===== src/timer_flag_pkg.sv =====
package timer_flag_pkg;
    // Byte offsets of the register bank
    localparam logic [11:0] ENABLES_OFS = 12'h314;
    localparam logic [11:0] FLAGS_OFS = 12'h318;
    localparam logic [11:0] CLEAR_OFS = 12'h31C;
    // Reset and fixed read values
    localparam logic [31:0] FLAGS_RST = 32'h0000_0000;
    localparam logic [31:0] CLEAR_READ = 32'h0000_03FF;
    localparam logic [10:0] ENABLES_RST = 11'h000;
    localparam logic FLAG_RST = 1'b0;
    localparam logic [31:0] DATA_RST = 32'h0000_0000;
    // Implemented event bits: 0..6 and 9
    localparam logic [10:0] EVENT_MASK = 11'h27F;
    // Field positions
    localparam int WRAP_BIT = 0;
    localparam int TRIG_BIT = 1;
    localparam int UNDER_BIT = 2;
    localparam int CHAN_LSB = 3;
    localparam int CHAN_CNT = 4;
    localparam int FLIP_BIT = 9;
    localparam int SENSE_BIT = 10;
    localparam int FLAG_W = 11;
    localparam int EVT_CNT = 8;

    typedef enum logic [1:0] {
        SEL_NONE,
        SEL_ENABLES,
        SEL_FLAGS,
        SEL_CLEAR
    } reg_sel_t;

    // Flag word in register bit order
    typedef struct packed {
        logic sense;
        logic sense_flip;
        logic [1:0] rsvd;
        logic [3:0] chan;
        logic under;
        logic trig;
        logic wrap;
    } flags_t;

    typedef struct packed {
        logic cyc;
        logic stb;
        logic we;
        logic [11:0] adr;
        logic [3:0] sel;
        logic [31:0] dat;
    } wb_req_t;
endpackage


===== src/sticky_flag.sv =====
`timescale 1ns/1ps
module sticky_flag (
    input wire logic clk_i, // Clock
    input wire logic rst_i, // Sync reset, high
    input wire logic set_i, // Hardware event
    input wire logic clr_i, // Software clear
    output logic nxt_o, // Value after this edge
    output logic q_o // Held flag
);
    logic q_r;
    logic q_nxt;

    // Set is applied last so it wins over a clear in the same cycle
    always_comb begin
        q_nxt = q_r;
        if (clr_i) begin
            q_nxt = 1'b0;
        end
        if (set_i) begin
            q_nxt = 1'b1;
        end
    end

    always_ff @(posedge clk_i) begin
        if (rst_i) begin
            q_r <= timer_flag_pkg::FLAG_RST;
        end else begin
            q_r <= q_nxt;
        end
    end

    assign nxt_o = q_nxt;
    assign q_o = q_r;
endmodule


===== src/wb_port.sv =====
`timescale 1ns/1ps
module wb_port (
    input wire logic clk_i, // Clock
    input wire logic rst_i, // Sync reset, high
    input timer_flag_pkg::wb_req_t req_i, // Bus request
    input wire logic [31:0] rdata_i, // Read value for req_i.adr
    output logic wr_o, // Write takes effect this edge
    output logic ack_o, // Registered acknowledge
    output logic [31:0] dat_o // Registered read data
);
    logic ack_r;
    logic ack_nxt;
    logic [31:0] dat_r;
    logic [31:0] dat_nxt;
    logic start;

    assign start = req_i.cyc && req_i.stb && !ack_r;

    always_comb begin
        ack_nxt = start;
        dat_nxt = dat_r;
        if (start && !req_i.we) begin
            dat_nxt = rdata_i;
        end
    end

    always_ff @(posedge clk_i) begin
        if (rst_i) begin
            ack_r <= 1'b0;
            dat_r <= timer_flag_pkg::DATA_RST;
        end else begin
            ack_r <= ack_nxt;
            dat_r <= dat_nxt;
        end
    end

    // Writes land on the edge where the master sees ack
    assign wr_o = req_i.cyc && req_i.stb && req_i.we && ack_r;
    assign ack_o = ack_r;
    assign dat_o = dat_r;
endmodule


===== src/timer_event_flag_bank.sv =====
// Decided for this implementation: register access over Wishbone.
`timescale 1ns/1ps
// What this block does
// (RULE_01) Status bit 10 shows encoder counting sense: 0 forward, 1 reverse.
// (RULE_02) Status bit 9 sets when counting sense changes, else reads 0.
// (RULE_03) Bits 3 to 6 flag channel 1 to 4 compare or capture events.
// (RULE_04) Bit 2 sets on counter underflow, only in encoder counting mode.
// (RULE_05) Bit 1 sets on a trigger event, else reads 0.
// (RULE_06) Bit 0 sets when the counter passes from reload value to zero.
// (RULE_07) Flag register at 0x318 resets to zero; bits 31:11, 8:7 reserved.
// (RULE_08) Writing 0 to clear bits 3 to 6 clears channel flags; 1 does nothing.
// (RULE_09) Writing 0 to clear bit 9 clears sense-change flag; 1 does nothing.
// (RULE_10) Writing 0 to clear bit 2 clears underflow, only in encoder mode.
// (RULE_11) Writing 0 to clear bits 0 and 1 clears wrap and trigger flags.
// (RULE_12) Clear register at 0x31C resets to 0x3FF and always reads 0x3FF.
// (RULE_13) Enable register holds one enable per flag in the same positions.
// (RULE_14) Flags stay set until cleared; a simultaneous set beats the clear.
// (RULE_15) Interrupt is the OR of every flag ANDed with its enable.
module timer_event_flag_bank (
    input wire logic clk_i, // Clock, 10 MHz
    input wire logic rst_i, // Sync reset, high
    input wire logic cyc_i, // Wishbone cycle
    input wire logic stb_i, // Wishbone strobe
    input wire logic we_i, // Wishbone write enable
    input wire logic [11:0] adr_i, // Wishbone byte address
    input wire logic [3:0] sel_i, // Wishbone byte selects
    input wire logic [31:0] dat_i, // Wishbone write data
    output logic [31:0] dat_o, // Wishbone read data
    output logic ack_o, // Wishbone acknowledge
    input wire logic [15:0] count_i, // Timer count value
    input wire logic [15:0] reload_value_i, // Timer reload value
    input wire logic sense_i, // Encoder sense, 1 reverse
    input wire logic enc_mode_i, // Encoder counting mode active
    input wire logic [3:0] chan_evt_i, // Channel 1..4 event pulses
    input wire logic underflow_evt_i, // Counter underflow pulse
    input wire logic trigger_evt_i, // Trigger event pulse
    output logic irq_o // Timer interrupt, level
);
    timer_flag_pkg::wb_req_t req;
    timer_flag_pkg::reg_sel_t rd_sel;
    timer_flag_pkg::reg_sel_t wr_sel;
    timer_flag_pkg::flags_t flags;
    logic [31:0] rdata;
    logic [31:0] lane;
    logic wr;
    logic wr_clear;
    logic wr_en;

    // Address decode shared by read and write paths
    function automatic timer_flag_pkg::reg_sel_t decode(input logic [11:0] adr);
        timer_flag_pkg::reg_sel_t s;
        s = timer_flag_pkg::SEL_NONE;
        if (adr[11:2] == timer_flag_pkg::ENABLES_OFS[11:2]) begin
            s = timer_flag_pkg::SEL_ENABLES;
        end else if (adr[11:2] == timer_flag_pkg::FLAGS_OFS[11:2]) begin
            s = timer_flag_pkg::SEL_FLAGS;
        end else if (adr[11:2] == timer_flag_pkg::CLEAR_OFS[11:2]) begin
            s = timer_flag_pkg::SEL_CLEAR;
        end
        return s;
    endfunction

    // Byte selects widened to a bit mask
    function automatic logic [31:0] lane_mask(input logic [3:0] sel);
        logic [31:0] m;
        m = 32'h0000_0000;
        for (int b = 0; b < 4; b++) begin
            m[b*8 +: 8] = {8{sel[b]}};
        end
        return m;
    endfunction

    assign req = '{cyc: cyc_i, stb: stb_i, we: we_i, adr: adr_i,
                   sel: sel_i, dat: dat_i};
    assign rd_sel = decode(req.adr);
    assign wr_sel = decode(req.adr);
    assign lane = lane_mask(req.sel);
    assign wr_clear = wr && (wr_sel == timer_flag_pkg::SEL_CLEAR);
    assign wr_en = wr && (wr_sel == timer_flag_pkg::SEL_ENABLES);

    wb_port u_port (
        .clk_i(clk_i),
        .rst_i(rst_i),
        .req_i(req),
        .rdata_i(rdata),
        .wr_o(wr),
        .ack_o(ack_o),
        .dat_o(dat_o)
    );

    // History of the counter and sense inputs
    logic [15:0] cnt_prev_r;
    logic [15:0] cnt_prev_nxt;
    logic [15:0] rel_prev_r;
    logic [15:0] rel_prev_nxt;
    logic sense_r;
    logic sense_nxt;
    logic primed_r;
    logic primed_nxt;

    always_comb begin
        cnt_prev_nxt = count_i;
        rel_prev_nxt = reload_value_i;
        sense_nxt = sense_i; // RULE_01
        primed_nxt = 1'b1;
    end

    always_ff @(posedge clk_i) begin
        if (rst_i) begin
            cnt_prev_r <= 16'h0000;
            rel_prev_r <= 16'h0000;
            sense_r <= 1'b0;
            primed_r <= 1'b0;
        end else begin
            cnt_prev_r <= cnt_prev_nxt;
            rel_prev_r <= rel_prev_nxt;
            sense_r <= sense_nxt;
            primed_r <= primed_nxt;
        end
    end

    // Event sources, in sticky-cell order: wrap, trig, under, chan1..4, flip
    logic wrap_evt;
    logic flip_evt;
    logic under_evt;
    logic [7:0] evt_set;
    logic [7:0] evt_clr;
    logic [7:0] evt_q;
    logic [7:0] evt_nxt;
    logic [31:0] zero_wr;

    // Reload at zero would wrap every tick, so a zero previous count is ignored
    assign wrap_evt = primed_r && (cnt_prev_r == rel_prev_r)
                      && (cnt_prev_r != 16'h0000) && (count_i == 16'h0000); // RULE_06
    // First cycle after reset has no valid history to compare against
    assign flip_evt = primed_r && (sense_i != sense_r); // RULE_02
    assign under_evt = underflow_evt_i && enc_mode_i; // RULE_04
    assign evt_set = {flip_evt, chan_evt_i, under_evt, trigger_evt_i, wrap_evt}; // RULE_03 RULE_05

    // A zero written in a selected lane clears; ones and unselected lanes do not
    assign zero_wr = lane & ~req.dat;
    always_comb begin
        evt_clr = 8'h00;
        if (wr_clear) begin
            evt_clr[0] = zero_wr[timer_flag_pkg::WRAP_BIT]; // RULE_11
            evt_clr[1] = zero_wr[timer_flag_pkg::TRIG_BIT]; // RULE_11
            evt_clr[2] = zero_wr[timer_flag_pkg::UNDER_BIT] && enc_mode_i; // RULE_10
            evt_clr[6:3] = zero_wr[timer_flag_pkg::CHAN_LSB +: 4]; // RULE_08
            evt_clr[7] = zero_wr[timer_flag_pkg::FLIP_BIT]; // RULE_09
        end
    end

    genvar g;
    generate
        for (g = 0; g < timer_flag_pkg::EVT_CNT; g++) begin : g_flag
            sticky_flag u_flag (
                .clk_i(clk_i),
                .rst_i(rst_i),
                .set_i(evt_set[g]),
                .clr_i(evt_clr[g]),
                .nxt_o(evt_nxt[g]),
                .q_o(evt_q[g]) // RULE_14
            );
        end
    endgenerate

    // Reserved bits 8:7 tie to zero
    assign flags = '{sense: sense_r, sense_flip: evt_q[7], rsvd: 2'b00,
                     chan: evt_q[6:3], under: evt_q[2], trig: evt_q[1],
                     wrap: evt_q[0]}; // RULE_07

    // Enable register and interrupt output
    logic [10:0] en_r;
    logic [10:0] en_nxt;
    logic irq_r;
    logic irq_nxt;
    logic [10:0] flags_nxt;

    always_comb begin
        en_nxt = en_r;
        if (wr_en) begin
            en_nxt = ((en_r & ~lane[10:0]) | (req.dat[10:0] & lane[10:0]))
                     & timer_flag_pkg::EVENT_MASK; // RULE_13
        end
    end

    // Interrupt computed from next values so the pin tracks the flags exactly
    always_comb begin
        flags_nxt = {1'b0, evt_nxt[7], 2'b00, evt_nxt[6:0]};
        irq_nxt = |(flags_nxt & en_nxt); // RULE_15
    end

    always_ff @(posedge clk_i) begin
        if (rst_i) begin
            en_r <= timer_flag_pkg::ENABLES_RST;
            irq_r <= 1'b0;
        end else begin
            en_r <= en_nxt;
            irq_r <= irq_nxt;
        end
    end

    assign irq_o = irq_r;

    // Read mux; unmapped words read as zero
    always_comb begin
        case (rd_sel)
            timer_flag_pkg::SEL_ENABLES: rdata = {21'h000000, en_r};
            timer_flag_pkg::SEL_FLAGS: rdata = {21'h000000, flags}; // RULE_07
            timer_flag_pkg::SEL_CLEAR: rdata = timer_flag_pkg::CLEAR_READ; // RULE_12
            default: rdata = 32'h0000_0000;
        endcase
    end
endmodule


===== config.mk =====
export PLATFORM = sky130hd
export DESIGN_NAME = timer_event_flag_bank
export DESIGN_NICKNAME = d
export VERILOG_FILES = /design/src/timer_flag_pkg.sv /design/src/sticky_flag.sv /design/src/wb_port.sv /design/src/timer_event_flag_bank.sv
export SDC_FILE = /design/constraint.sdc
export NUM_CORES = 1
export LEC_CHECK = 0
export BUFFER_PORTS_ARGS = -buffer_cell sky130_fd_sc_hd__buf_4
export CAP_MARGIN = 40
export CORE_UTILIZATION = 51
export CTS_CLUSTER_DIAMETER = 200
export DETAILED_ROUTE_END_ITERATION = 10
export PLACE_DENSITY_LB_ADDON = 0.1
export SYNTH_ARGS = -nofsm -noshare
export SYNTH_HDL_FRONTEND = slang
export SYNTH_HIERARCHICAL = 1
export SYNTH_SLANG_ARGS = --single-unit

===== constraint.sdc =====
create_clock -name clk_i -period 5.1 [get_ports clk_i]
set_clock_uncertainty 0.1 [all_clocks]
set_input_delay 1.275 -clock clk_i [delete_from_list [all_inputs] [get_ports clk_i]]
set_output_delay 1.275 -clock clk_i [all_outputs]
set_load 0.02 [all_outputs]

# Word level (Yosys, flattened, before mapping)
# Index checks and enable logic that the tools add are counted.
# classes
muxes	23
n_reduce_logical	18
bitwise_logic	7
n_eq_ne	8
# ops
operator	count
$pmux W11 S3	1
$and A10 B10 Y10	3
$eq A10 B8 Y1 const B	3
$not A10 Y10	2
$mux W1	17
$eq A16 B16 Y1	1
$logic_not A16 Y1	1
$reduce_bool A16 Y1	1
$logic_and A1 B1 Y1	13
$and A10 B11 Y11	1
$mux W11	1
$reduce_or A11 Y1	1
$or A10 B10 Y10	1
$mux W8	1
$mux W2	3
$eq A2 B2 Y1 const B	2
$eq A2 B1 Y1 const B	1
$logic_not A1 Y1	2
$ne A1 B1 Y1	1
# totals
in_bits	93
regBits	87
output_inout_bits	34

# Longest topological paths before layout
# Gate-level depths: netlist of run 1.
# logic_depth
word_depth	11
mapped_depth	13
depth_no_buf	12

# Modules after synthesis
# Netlist of run 1, hierarchy kept.
# modules_own_cells
module	cells_each	n_inst	seq_area_each_um2	area_each_um2
timer_event_flag_bank	200	1	860.8	1848.0
wb_port	145	1	660.6	1508.9
sticky_flag	5	8	20.0	50.0

# Worst setup path after synthesis of run 1
# No wires, ideal clock.
# synth_path
kind	input -> register
startpoint	in adr_i[5]
endpoint	reg irq_r, in the netlist irq_o
setup_time_ns	0.122
path_stages	13
setup_slack_ns	1.004
arrival_ns	3.874
path_buffers	1
path_cell_list	or4b_4 or3_1 clkbuf_1 nor2_1 nand3_1 nor2_1 nand2b_4 nand2_1 a22o_1 a221oi_1 mux2_2 a21oi_1 a221o_1
# synth_via
elab_chain_cells	11
elab_cells_between_ends	30
# synth_lines
item	line_no	text
start: declaration	timer_event_flag_bank.sv:25	input wire logic [11:0] adr_i,
$eq A10 B8 Y1	timer_event_flag_bank.sv:57	end else if (adr[11:2] == timer_flag_pkg::CLEAR_OFS[11:2]) begin
$mux W2	timer_event_flag_bank.sv:57	
$mux W2	timer_event_flag_bank.sv:55	end else if (adr[11:2] == timer_flag_pkg::FLAGS_OFS[11:2]) begin
$mux W2 *	timer_event_flag_bank.sv:53	if (adr[11:2] == timer_flag_pkg::ENABLES_OFS[11:2]) begin
$eq A2 B2 Y1 *	timer_event_flag_bank.sv:78	assign wr_clear = wr && (wr_sel == timer_flag_pkg::SEL_CLEAR);
$logic_and A1 B1 Y1 *	timer_event_flag_bank.sv:78	
$mux W8 *	timer_event_flag_bank.sv:144	if (wr_clear) begin
via evt_clr[1]	timer_event_flag_bank.sv:127	logic [7:0] evt_clr;
$mux W1 *	sticky_flag.sv:16	if (clr_i) begin
$mux W1 *	sticky_flag.sv:19	if (set_i) begin
via evt_nxt[1]	timer_event_flag_bank.sv:129	logic [7:0] evt_nxt;
$and A10 B11 Y11 *	timer_event_flag_bank.sv:190	irq_nxt = |(flags_nxt & en_nxt);
$reduce_or A11 Y1 *	timer_event_flag_bank.sv:190	
end signal: assignment	timer_event_flag_bank.sv:199	irq_r <= irq_nxt;
end: declaration	timer_event_flag_bank.sv:175	logic irq_r;
# The timed path passes the listed nets; every way through them passes the cells marked *.
# A chain may end at the register's enable or synchronous reset.

# Final worst setup path of run 1
# Ends and elaborated chain as after synthesis.

==> metrics.md, run 1 <==
| Metric | Value |
|---|---|
| Critical path data arrival time | about 4.5 ns |
| All-layer global routing usage | 0.206 |
| CTS Buf Count | 9 |
| Ys flop type | dfxtp_1 |
| First-pass GRT wire length | 12.2 mm |
| Core footprint | slightly below 0.007 mm2 |
| Unrepaired setup endpoints after global routing | no |
| Die Y | 87.8 um |
| Hold_buf cts | 0 |
| Most common cell in the netlist | dfxtp_1 |
| Kind of critical path | in2reg |
| Gpl congestion | around 0.84 |
| PortBufs | 98 |
| CTS tree | yes |
| CP endpoint kind | flip-flop |
| Startpoint Class | input pin |
| #FFs+latches synth | 84 |
| Pwr dens | 281 mW/mm2 |
| Pin count of the biggest net entering global routing | 101 |
| Data required time of the worst path | 5.23 ns |
| Cells after Synth | just under 400 |
| Max cap viols | 0 |
| Initial antenna violation count | 0 |
| Post-synthesis sequential area ratio | 0.448 |
| Placed Cells | 584 |
| Starting Density | 0.541 |
| Antenna-violating nets left | 0 |
| H-tree levels | 3 |
| GR Overflow Total | 0 |
| Routed len/inst | around 13 um |
| Syn_area_per_cell | around 10 um2 |
| Finished Layout Cells | 600 |
| Clk_lat worst skew | 0.34 ns |
| Count of boundary I/O pins | 127 |
| Mapped cell area | 0.00376 mm2 |
| YS warnings | 6 |
| Vias per cell | 4.79 |
| Die Wd | ~90 um |
| CP max FO | 9 |
| Share of layout cells above drive strength 1 | 0.274 |
| Diode count | 0 |
| Post-CTS sizing | 0 |
| Setup-failing EPs final | 0 |
| Slew HR | 0.423 |
| CTS Buffer Depth | 2 |
| Leak Pwr | 2.03 nW |
| Top cells by count, synth | dfxtp_1 (84), nand2b_1 (64), mux2i_1 (40), nor2b_1 (33), nor2_1 (26) |
| Status | complete, no violations |
| Clock root cell | clkbuf_8 |
| Post-synth EDFFs | 0 |
| DR top layer | met4 |
| Via count | ~2900 |
| Initial DRC count | 73 |
| Distinct cells, synth | 40 |
| Post-route DRC | 0 |
| Share of Yosys cell area claimed by the top area cell type | 0.448 |
| Layout fillers | just under 600 |
| Post-layout min period | 4.39 ns |
| Post-CTS setup buffers | 0 |
| Placement Setup Slack | 0.396 ns |
| Worst-path clk slew | 0.08 ns |
| Row count | 30 |
| Area leader, netlist | dfxtp_1 |
| Fin. Hold Viols | 0 |
| Drt pass-1 iters | 4 |
| Hold Slack | 0.371 ns |
| Fin crit share | 0.861 |
| Max Fclk | roughly 230 MHz |
| Metal3 WL | 431 um |
| Worst slew pin tran | 0.858 ns |
| Placed cell area | 0.00461 mm2 |
| Fin. max-slew vios | 0 |
| Number of global-route vias before repair | 2731 |
| Clock sinks | 84 |
| Total wire length | 7.55 mm |
| Largest cells by area after synthesis | dfxtp_1 (45%), mux2i_1 (11%), nand2b_1 (11%) |
| Worst Hold Class | reg2reg |
| PnR worst setup slack | 0.708 ns |
| Nets@finish | approximately 600 |
| DP HPWL | 5.50 mm |
| FFs w/ async S/R, synth | 0 |
| Metal-1 WL | 3.40 mm |
| Final setup TNS | 0 ns |
| VDD IR max | between 0.15 and 0.2 mV |
| Final Cell Area | 0.00483 mm2 |
| Full die area | 0.00771 mm2 |
| DR WL met2 | between 3 and 4 mm |
| Synthesis-to-layout area growth | 28.4% |
[cells in the final DEF, fill, tap and decap left out, types with 2 or more instances in the layout]
| cell type | netlist | final |
|---|---|---|
| o21ai_0 | 9 | 9 |
| nor2b_1 | 33 | 33 |
| conb_1 | 1 | 21 |
| nand2b_1 | 64 | 64 |
| clkbuf_8 | 0 | 9 |
| dfxtp_1 | 84 | 84 |
| clkinvlp_4 | 0 | 2 |
| a22oi_1 | 2 | 2 |
| nand3b_1 | 2 | 2 |
| nor4_1 | 9 | 9 |
| nor3_1 | 4 | 4 |
| xnor2_1 | 10 | 10 |
| mux2i_1 | 40 | 40 |
| mux2_2 | 4 | 4 |
| nor2_1 | 26 | 26 |
| bufinv_16 | 0 | 2 |
| xor2_1 | 4 | 4 |
| inv_1 | 14 | 14 |
| nand2b_4 | 8 | 8 |
| buf_4 | 0 | 99 |
| clkbuf_1 | 12 | 2 |
| a221oi_1 | 2 | 2 |
| a22o_1 | 2 | 2 |
| nand2_1 | 19 | 19 |
| and2_1 | 3 | 3 |
| nand4_1 | 5 | 5 |
| a21oi_2 | 8 | 8 |
[power by group]
part | total, mW | internal, mW | switching [mW]
registers | 0.695 | 0.680 | 0.0156
logic | 0.152 | 0.0854 | 0.0667
clock network | 0.508 | 0.278 | 0.230
[state kept, by name, indices dropped and copies added (netlist names)]
name               count
u_port/ack_o           1
cnt_prev_r            16
rel_prev_r            16
primed_r               1
en_r                   8
sense_r                1
g_flag.u_flag/q_o      8
irq_o                  1
u_port/dat_o          32
[critical path: stages]
cell and delay (ns):
buf_4 0.11, or4b_4 0.57, or3_1 0.51, nor2_1 0.32, nand3_1 0.34, nor2_1 0.18
nand2b_4 0.15, nand2_1 0.07, a22o_1 0.24, a221oi_1 0.22, mux2_2 0.21, a21oi_1 0.06
a221o_1 0.27
[area by class of cell]
type / instances / area, um2 / area share
Timing Repair Buffer: 101 / 791 / 0.164
Sequential cell: 84 / 1680 / 0.348
Clock inverter: 5 / 83.8 / 0.0174
Clock buffer: 11 / 131 / 0.0272
Tap cell: 96 / 120 / 0.0249
Inverter: 14 / 52.6 / 0.0109
Multi-Input combinational cell: 289 / 1970 / 0.407
[path summary, 6_finish.rpt]
path                      startpoint                 endpoint  slack, ns  cells after the start
min          u_port/ack_o$_SDFF_PP0_  u_port/ack_o$_SDFF_PP0_       0.37                      1
min reg2reg  u_port/ack_o$_SDFF_PP0_  u_port/ack_o$_SDFF_PP0_       0.37                      1
max                         adr_i[5]         irq_o$_SDFF_PP0_       0.71                     13
max reg2reg  u_port/ack_o$_SDFF_PP0_         irq_o$_SDFF_PP0_       2.37                     11
[kinds of logic (layout without fill, tap and decap cells)]
family,Yosys count,count (layout),share of synthesized area
buffers and inverters,32,131,0.0493
xor gates and xnor gates,14,14,0.0326
other,1,21,0.000998
and+or+nand+nor,183,183,0.299
AOI/OAI and AO/OA,27,27,0.0523
muxes,44,44,0.119
DFF,84,84,0.448
[layer usage]
metal | track usage | up-vias
met1 | 0.262 | 1293
li1 | - | 1480
met3 | 0.0368 | 12
met4 | 0.0939 | 0
met2 | 0.340 | 86
met5 | 0 | -
[metrics by stage]
stage | power (mW) | utilization
floorplan | 0.796 | -
global placement | 0.855 | 0.657
detailed placement | 0.862 | 0.664
CTS | 1.37 | 0.695
global route | 1.42 | 0.695
finish | 1.36 | 0.695
(Power assumes the default switching activity.)
==> run 2: changes to the inputs <==
Settings changed: CORE_UTILIZATION 51 to 35.
==> run 2 against run 1 <==
Clock-buffer cell count fell by 2. Die area rose by 45%. Sequential cell count did not move. Largest power group unchanged. Highest routed layer unchanged.
==> metrics.md, run 2 (same netlist as run 1, synthesis figures left out) <==
| Metric | Value |
|---|---|
| Full die area | 0.0112 mm2 (+45%) |
| Clock sinks | 84 (unchanged) |
| VDD IR max | 0.0992 mV (-47%) |
| Unrepaired setup endpoints after global routing | no |
| Total wire length | 7.74 mm (+2.6%) |
| Pin count of the biggest net entering global routing | 101 (unchanged) |
| Via count | 2819 (-1.8%) |
| Final setup TNS | 0 ns (unchanged) |
| Commonest non-fill, non-tap cell in the layout | buf_4 |
| Antenna-violating nets left | 0 (unchanged) |
| Synthesis-to-layout area growth | 29.4% |
| Die Wd | 106 um (+20%) |
| Final Cell Area | 0.00486 mm2 (+0.75%) |
| Worst hold stages | 2 (+1) |
| Count of boundary I/O pins | 127 (unchanged) |
| Post-CTS sizing | 0 (unchanged) |
| Starting Density | 0.362 (-0.179) |
| Nets@finish | 593 (+0.17%) |
| CTS tree | yes |
| Diode count | 0 (unchanged) |
| Pwr dens | 265 mW/mm2 (-5.8%) |
| Initial DRC count | 96 (+32%) |
| Fin crit share | 0.828 (-0.0336) |
| PortBufs | 98 (unchanged) |
| Share of layout cells above drive strength 1 | 0.281 (+0.00738) |
| DR top layer | met4 |
| DP HPWL | 5.68 mm (+3.3%) |
| Row count | 37 (+23%) |
| Max cap viols | 0 (unchanged) |
| Initial antenna violation count | 0 (unchanged) |
| Critical path data arrival time | 4.36 ns (-0.16 ns) |
| DR WL met2 | 3.47 mm (-3.5%) |
| Die Y | 106 um (+20%) |
| Fin. Hold Viols | 0 (unchanged) |
| Gpl congestion | 0.758 (-10%) |
| Clock root cell | clkbuf_8 |
| H-tree levels | 3 (unchanged) |
| Max Fclk | 237 MHz (+4.1%) |
| Number of global-route vias before repair | 2682 (-1.8%) |
| CTS Buf Count | 9 (unchanged) |
| Worst Reg-to-Reg Cells | 11 (unchanged) |
| Post-layout min period | 4.22 ns (-0.171 ns) |
| Worst-path clk slew | 0.09 ns (about the same) |
| First-pass GRT wire length | 12.9 mm (+5.1%) |
| Metal-1 WL | 3.75 mm (+10%) |
| Post-route DRC | 0 (unchanged) |
| Max stage delay cell, worst path | or4b_4 |
| Worst path most repeated cell | nor2_1 |
| Placed cell area | 0.00468 mm2 (+1.5%) |
| Core footprint | 0.0104 mm2 (+49%) |
| Worst slew pin tran | 0.688 ns (-0.170 ns) |
| Worst-path cell chain | buf_4, or4b_4, or3_1, nor2_1, nand3_1, nor2_1, nand2b_4, nand2_1, a22o_1, a221oi_1, mux2_2, a21oi_1, a221o_1 |
| CTS Buffer Depth | 2 (unchanged) |
| Leak Pwr | 2.03 nW (+0.25%) |
| Vias per cell | 4.40 (-8.1%) |
| Drt pass-1 iters | 4 (unchanged) |
| Hold_buf cts | 0 (unchanged) |
| All-layer global routing usage | 0.148 (-0.0583) |
| Metal3 WL | 456 um (+5.8%) |
| CP endpoint kind | flip-flop |
| Most frequent cells in the layout | buf_4 (100), dfxtp_1 (84), nand2b_1 (64), mux2i_1 (40), nor2b_1 (33) |
| Setup-failing EPs final | 0 (unchanged) |
| Data required time of the worst path | 5.24 ns (about the same) |
| Fin. max-slew vios | 0 (unchanged) |
| Routed len/inst | 12.1 um (-4.0%) |
| CP max FO | 9 (unchanged) |
| Startpoint Class | input pin |
| Slew HR | 0.542 (+0.119) |
| Critical Path Max Stage Delay | 0.57 ns (about the same) |
| Kind of critical path | in2reg |
| Max reg flops | 32 (unchanged) |
| Post-CTS setup buffers | 0 (unchanged) |
| Worst Hold Class | reg2reg |
| Clk_lat worst skew | 0.35 ns (about the same) |
| Status | complete, no violations |
| GR Overflow Total | 0 (unchanged) |
[run 2: cell types whose count changed in the layout (fill, tap and decap cells not counted), moves of 2 or more]
cell and delta:
clkbuf_1 -2, clkinvlp_4 -2, bufinv_16 -2, clkinv_2 +2, inv_6 +2
[run 2: final cells by class]
cell class | instances | area [um2]
fill | 1040 | 5510
multi-input combinational | 289 | 1970
sequential | 84 | 1680
timing repair buffer | 102 | 806
tap | 136 | 170
clock buffer | 9 | 124
clock inverter | 7 | 56.3
inverter | 14 | 52.6
[run 2: worst paths after layout]
check,start,to,slack (ns)
worst min register to register,u_port/dat_o[22]$_SDFFE_PP0P_,u_port/dat_o[22]$_SDFFE_PP0P_,0.37
worst min-delay path,u_port/dat_o[22]$_SDFFE_PP0P_,u_port/dat_o[22]$_SDFFE_PP0P_,0.37
worst max-delay path,adr_i[5],irq_o$_SDFF_PP0_,0.88
worst max register to register,u_port/ack_o$_SDFF_PP0_,irq_o$_SDFF_PP0_,2.32
[run 2: per-stage QoR]
stage               hold slack [ns]  total power, mW  setup WS (ns)  utilization  std cells
finish                        0.373             1.29          0.879        0.469        641
global route                  0.393             1.36          0.612        0.469        641
CTS                           0.375             1.32          0.867        0.469        641
detailed placement            0.359            0.864          0.491        0.451        625
global placement              0.349            0.858          0.494        0.445        622
floorplan                     0.370            0.796           1.00            -        405
[run 2: power by group]
part / internal, mW / switching [mW] / total (mW)
sequential: 0.680 / 0.0153 / 0.695
clock: 0.185 / 0.256 / 0.441
combinational: 0.0860 / 0.0650 / 0.151
[run 2: worst max-delay path, delay by kind of cell]
kind                   cells  cell delay, ns
multiplexers               1            0.21
AO/OA/AOI/OAI              4            0.77
AND/OR/NAND/NOR            7            1.99
buffers and inverters      1            0.11
[run 2: metal layers]
layer,GRT usage,vias up
met4,0.0536,0
met5,0,-
met3,0.0377,7
li1,-,1479
met2,0.231,76
met1,0.196,1257
==> run 3: changes to the inputs <==
Settings changed: ABC_AREA set to 1.
Clock period 5.1 ns to 3.44 ns, I/O delays scaled along.
==> run 3 against run 2 <==
Utilization is 0.23 points lower. Total power is 66% higher. Synthesized cell count is 48% higher. Critical path type unchanged. Largest cell class unchanged.
==> metrics.md, run 3 <==
| Metric | Value |
|---|---|
| Status | complete, no violations |
| CP endpoint kind | flip-flop |
| Kind of critical path | in2reg |
| Fin. Hold Viols | 0 (unchanged) |
| FFs w/ async S/R, synth | 0 (unchanged) |
| Initial antenna violation count | 0 (unchanged) |
| Fin. max-slew vios | 0 (unchanged) |
| Finished Layout Cells | 827 (+29%) |
| Ys flop type | dfxtp_1 |
| Final setup TNS | 0 ns (unchanged) |
| Final Cell Area | 0.00508 mm2 (+4.5%) |
| Placement Setup Slack | 0.682 ns (+0.191 ns) |
| Core footprint | 0.0109 mm2 (+5.0%) |
| Initial DRC count | 142 (+48%) |
| Top cells by count, synth | inv_1 (111), nor2_1 (108), nand2_1 (102), dfxtp_1 (84), nand3_1 (35) |
| Vias per cell | 4.30 (-2.2%) |
| Total wire length | 8.86 mm (+15%) |
| Worst-path clk slew | 0.09 ns (about the same) |
| Full die area | 0.0117 mm2 (+4.6%) |
| PnR worst setup slack | 1.03 ns (+0.150 ns) |
| Max cap viols | 0 (unchanged) |
| Post-synthesis sequential area ratio | 0.428 (-0.0199) |
| Hold Slack | 0.380 ns (+0.00698 ns) |
| Placed cell area | 0.00485 mm2 (+3.6%) |
| First-pass GRT wire length | 14.5 mm (+13%) |
| Most common cell in the netlist | inv_1 |
| Clock sinks | 84 (unchanged) |
| Post-CTS setup buffers | 0 (unchanged) |
| Max reg flops | 32 (unchanged) |
| Worst path most repeated cell | nand2_1 |
| CTS Buffer Depth | 2 (unchanged) |
| Mapped cell area | 0.00393 mm2 (+4.7%) |
| Die Y | 108 um (+2.3%) |
| Critical path data arrival time | 2.53 ns (-1.83 ns) |
| Delay-heaviest family, CP | simple AND/OR/NAND/NOR gates |
| Routed len/inst | 10.7 um (-11%) |
| Count of boundary I/O pins | 127 (unchanged) |
| Worst slew pin tran | 0.618 ns (-0.0693 ns) |
| Via count | 3557 (+26%) |
| DP HPWL | 6.51 mm (+15%) |
| All-layer global routing usage | 0.160 (+0.0123) |
| Starting Density | 0.361 (-0.00115) |
| Commonest non-fill, non-tap cell in the layout | inv_1 |
| Most frequent cells in the layout | inv_1 (111), nor2_1 (108), nand2_1 (102), buf_4 (101), dfxtp_1 (84) |
| Number of global-route vias before repair | 3224 (+20%) |
| Antenna-violating nets left | 0 (unchanged) |
| GR Overflow Total | 0 (unchanged) |
| #FFs+latches synth | 84 (unchanged) |
| Max Fclk | 415 MHz |
| H-tree levels | 3 (unchanged) |
| Startpoint Class | input pin |
| Synthesis-to-layout area growth | 29.2% |
| Row count | 38 (+2.7%) |
| Post-route DRC | 0 (unchanged) |
| Fin crit share | 0.701 |
| Gpl congestion | 0.804 (+6.1%) |
| Max stage delay cell, worst path | nor3b_1 |
| Slew HR | 0.587 (+0.0458) |
| PortBufs | 98 (unchanged) |
| CTS tree | yes |
| VDD IR max | 0.214 mV (+120%) |
| Final core utilization | 0.467 (-0.00231) |
| Unrepaired setup endpoints after global routing | no |
| Die Wd | 108 um (+2.3%) |
| Hold_buf cts | 0 (unchanged) |
| Pin count of the biggest net entering global routing | 53 (-48%) |
| Post-CTS sizing | 0 (unchanged) |
| Worst Hold Class | reg2reg |
| Critical Path Max Stage Delay | 0.26 ns (-0.31 ns) |
| Syn_area_per_cell | 6.91 um2 (-29%) |
| Nets@finish | 775 (+31%) |
| Cells after Synth | 569 (+48%) |
| CP max FO | 9 (unchanged) |
| Drt pass-1 iters | 4 (unchanged) |
| Placed Cells | 811 (+30%) |
| Largest cells by area after synthesis | dfxtp_1 (43%), inv_1 (11%), nor2_1 (10%) |
| Buffer and inverter count on the worst path | 3 (+2) |
| Post-synth EDFFs | 0 (unchanged) |
| Share of Yosys cell area claimed by the top area cell type | 0.428 (-0.0199) |
| Worst-path cell chain | buf_4, inv_1, nand2_2, nor2_8, nand2_1, nor2_2, nand2_2, nor3b_1, inv_1, nand2_2, nand2_1, nand2_1, nand2_1, nor2_1, a21oi_1 |
| Pwr dens | 422 mW/mm2 (+59%) |
| Power Total | 2.14 mW (+66%) |
| Leak Pwr | 2.44 nW (+20%) |
| Clock root cell | clkbuf_8 |
| Share of layout cells above drive strength 1 | 0.227 (-0.0541) |
| Data required time of the worst path | 3.56 ns (-1.68 ns) |
| CTS Buf Count | 9 (unchanged) |
| Clk_lat worst skew | 0.35 ns (about the same) |
| Area leader, netlist | dfxtp_1 |
| YS warnings | 6 (unchanged) |
| Diode count | 0 (unchanged) |
| Post-layout min period | around 2.4 ns |
| Setup-failing EPs final | 0 (unchanged) |
| Distinct cells, synth | 34 (-15%) |
## run 3: cell types whose count changed after synthesis, sizes merged, moves of 11 or more
cell / before / now
nor2: 26 / 116
inv: 14 / 115
mux2i: 40 / 0
nor2b: 33 / 0
nand3: 1 / 39
o21ai: 9 / 20
nand2: 19 / 113
nand2b: 72 / 0
## run 3: cell type report
type / instances / area [um2]
clock buffer: 9 / 124
clock inverter: 7 / 106
fill: 1156 / 5810
inverter: 115 / 434
multi-input combinational: 369 / 1760
sequential: 84 / 1680
tap: 140 / 175
timing repair buffer: 103 / 801
## run 3: report_power, final
part	switching, mW	internal [mW]	total (mW)
clock network	0.388	0.422	0.809
registers	0.0266	1.02	1.04
logic	0.155	0.132	0.287
## run 3: cells by family after synthesis
kind of cell	Yosys count	synth area share
simple gates	296	0.343
xor+xnor	4	0.00891
flops	84	0.428
compound gates	48	0.0754
other cells	1	0.000954
buf+inv	136	0.144
## run 3: worst paths after layout
path	startpoint	end	slack (ns)	depth (start not counted)
max	adr_i[7]	irq_o$_SDFF_PP0_	1.03	15
max reg2reg	u_port/ack_o$_SDFF_PP0_	irq_o$_SDFF_PP0_	1.50	11
min reg2reg	g_flag[7].u_flag/q_o$_SDFF_PP0_	g_flag[7].u_flag/q_o$_SDFF_PP0_	0.38	2
min	g_flag[7].u_flag/q_o$_SDFF_PP0_	g_flag[7].u_flag/q_o$_SDFF_PP0_	0.38	2
## run 3: layer usage
| layer | routed length [um] | vias up | share of wire | GRT usage |
|---|---|---|---|---|
| met5 | 0 | - | 0 | 0 |
| met4 | 108 | 0 | 0.012 | 0.0597 |
| met3 | 506 | 8 | 0.057 | 0.0374 |
| met2 | 4030 | 90 | 0.45 | 0.258 |
| met1 | 4220 | 1516 | 0.48 | 0.207 |
| li1 | - | 1943 | - | - |
## run 3: tightest hold or removal path, delay by kind of cell, from the launching register on
kind / cells / cell delay, ns
AO/OA/AOI/OAI: 1 / 0.04
flip-flops: 1 / 0.33
AND/OR/NAND/NOR: 1 / 0.07
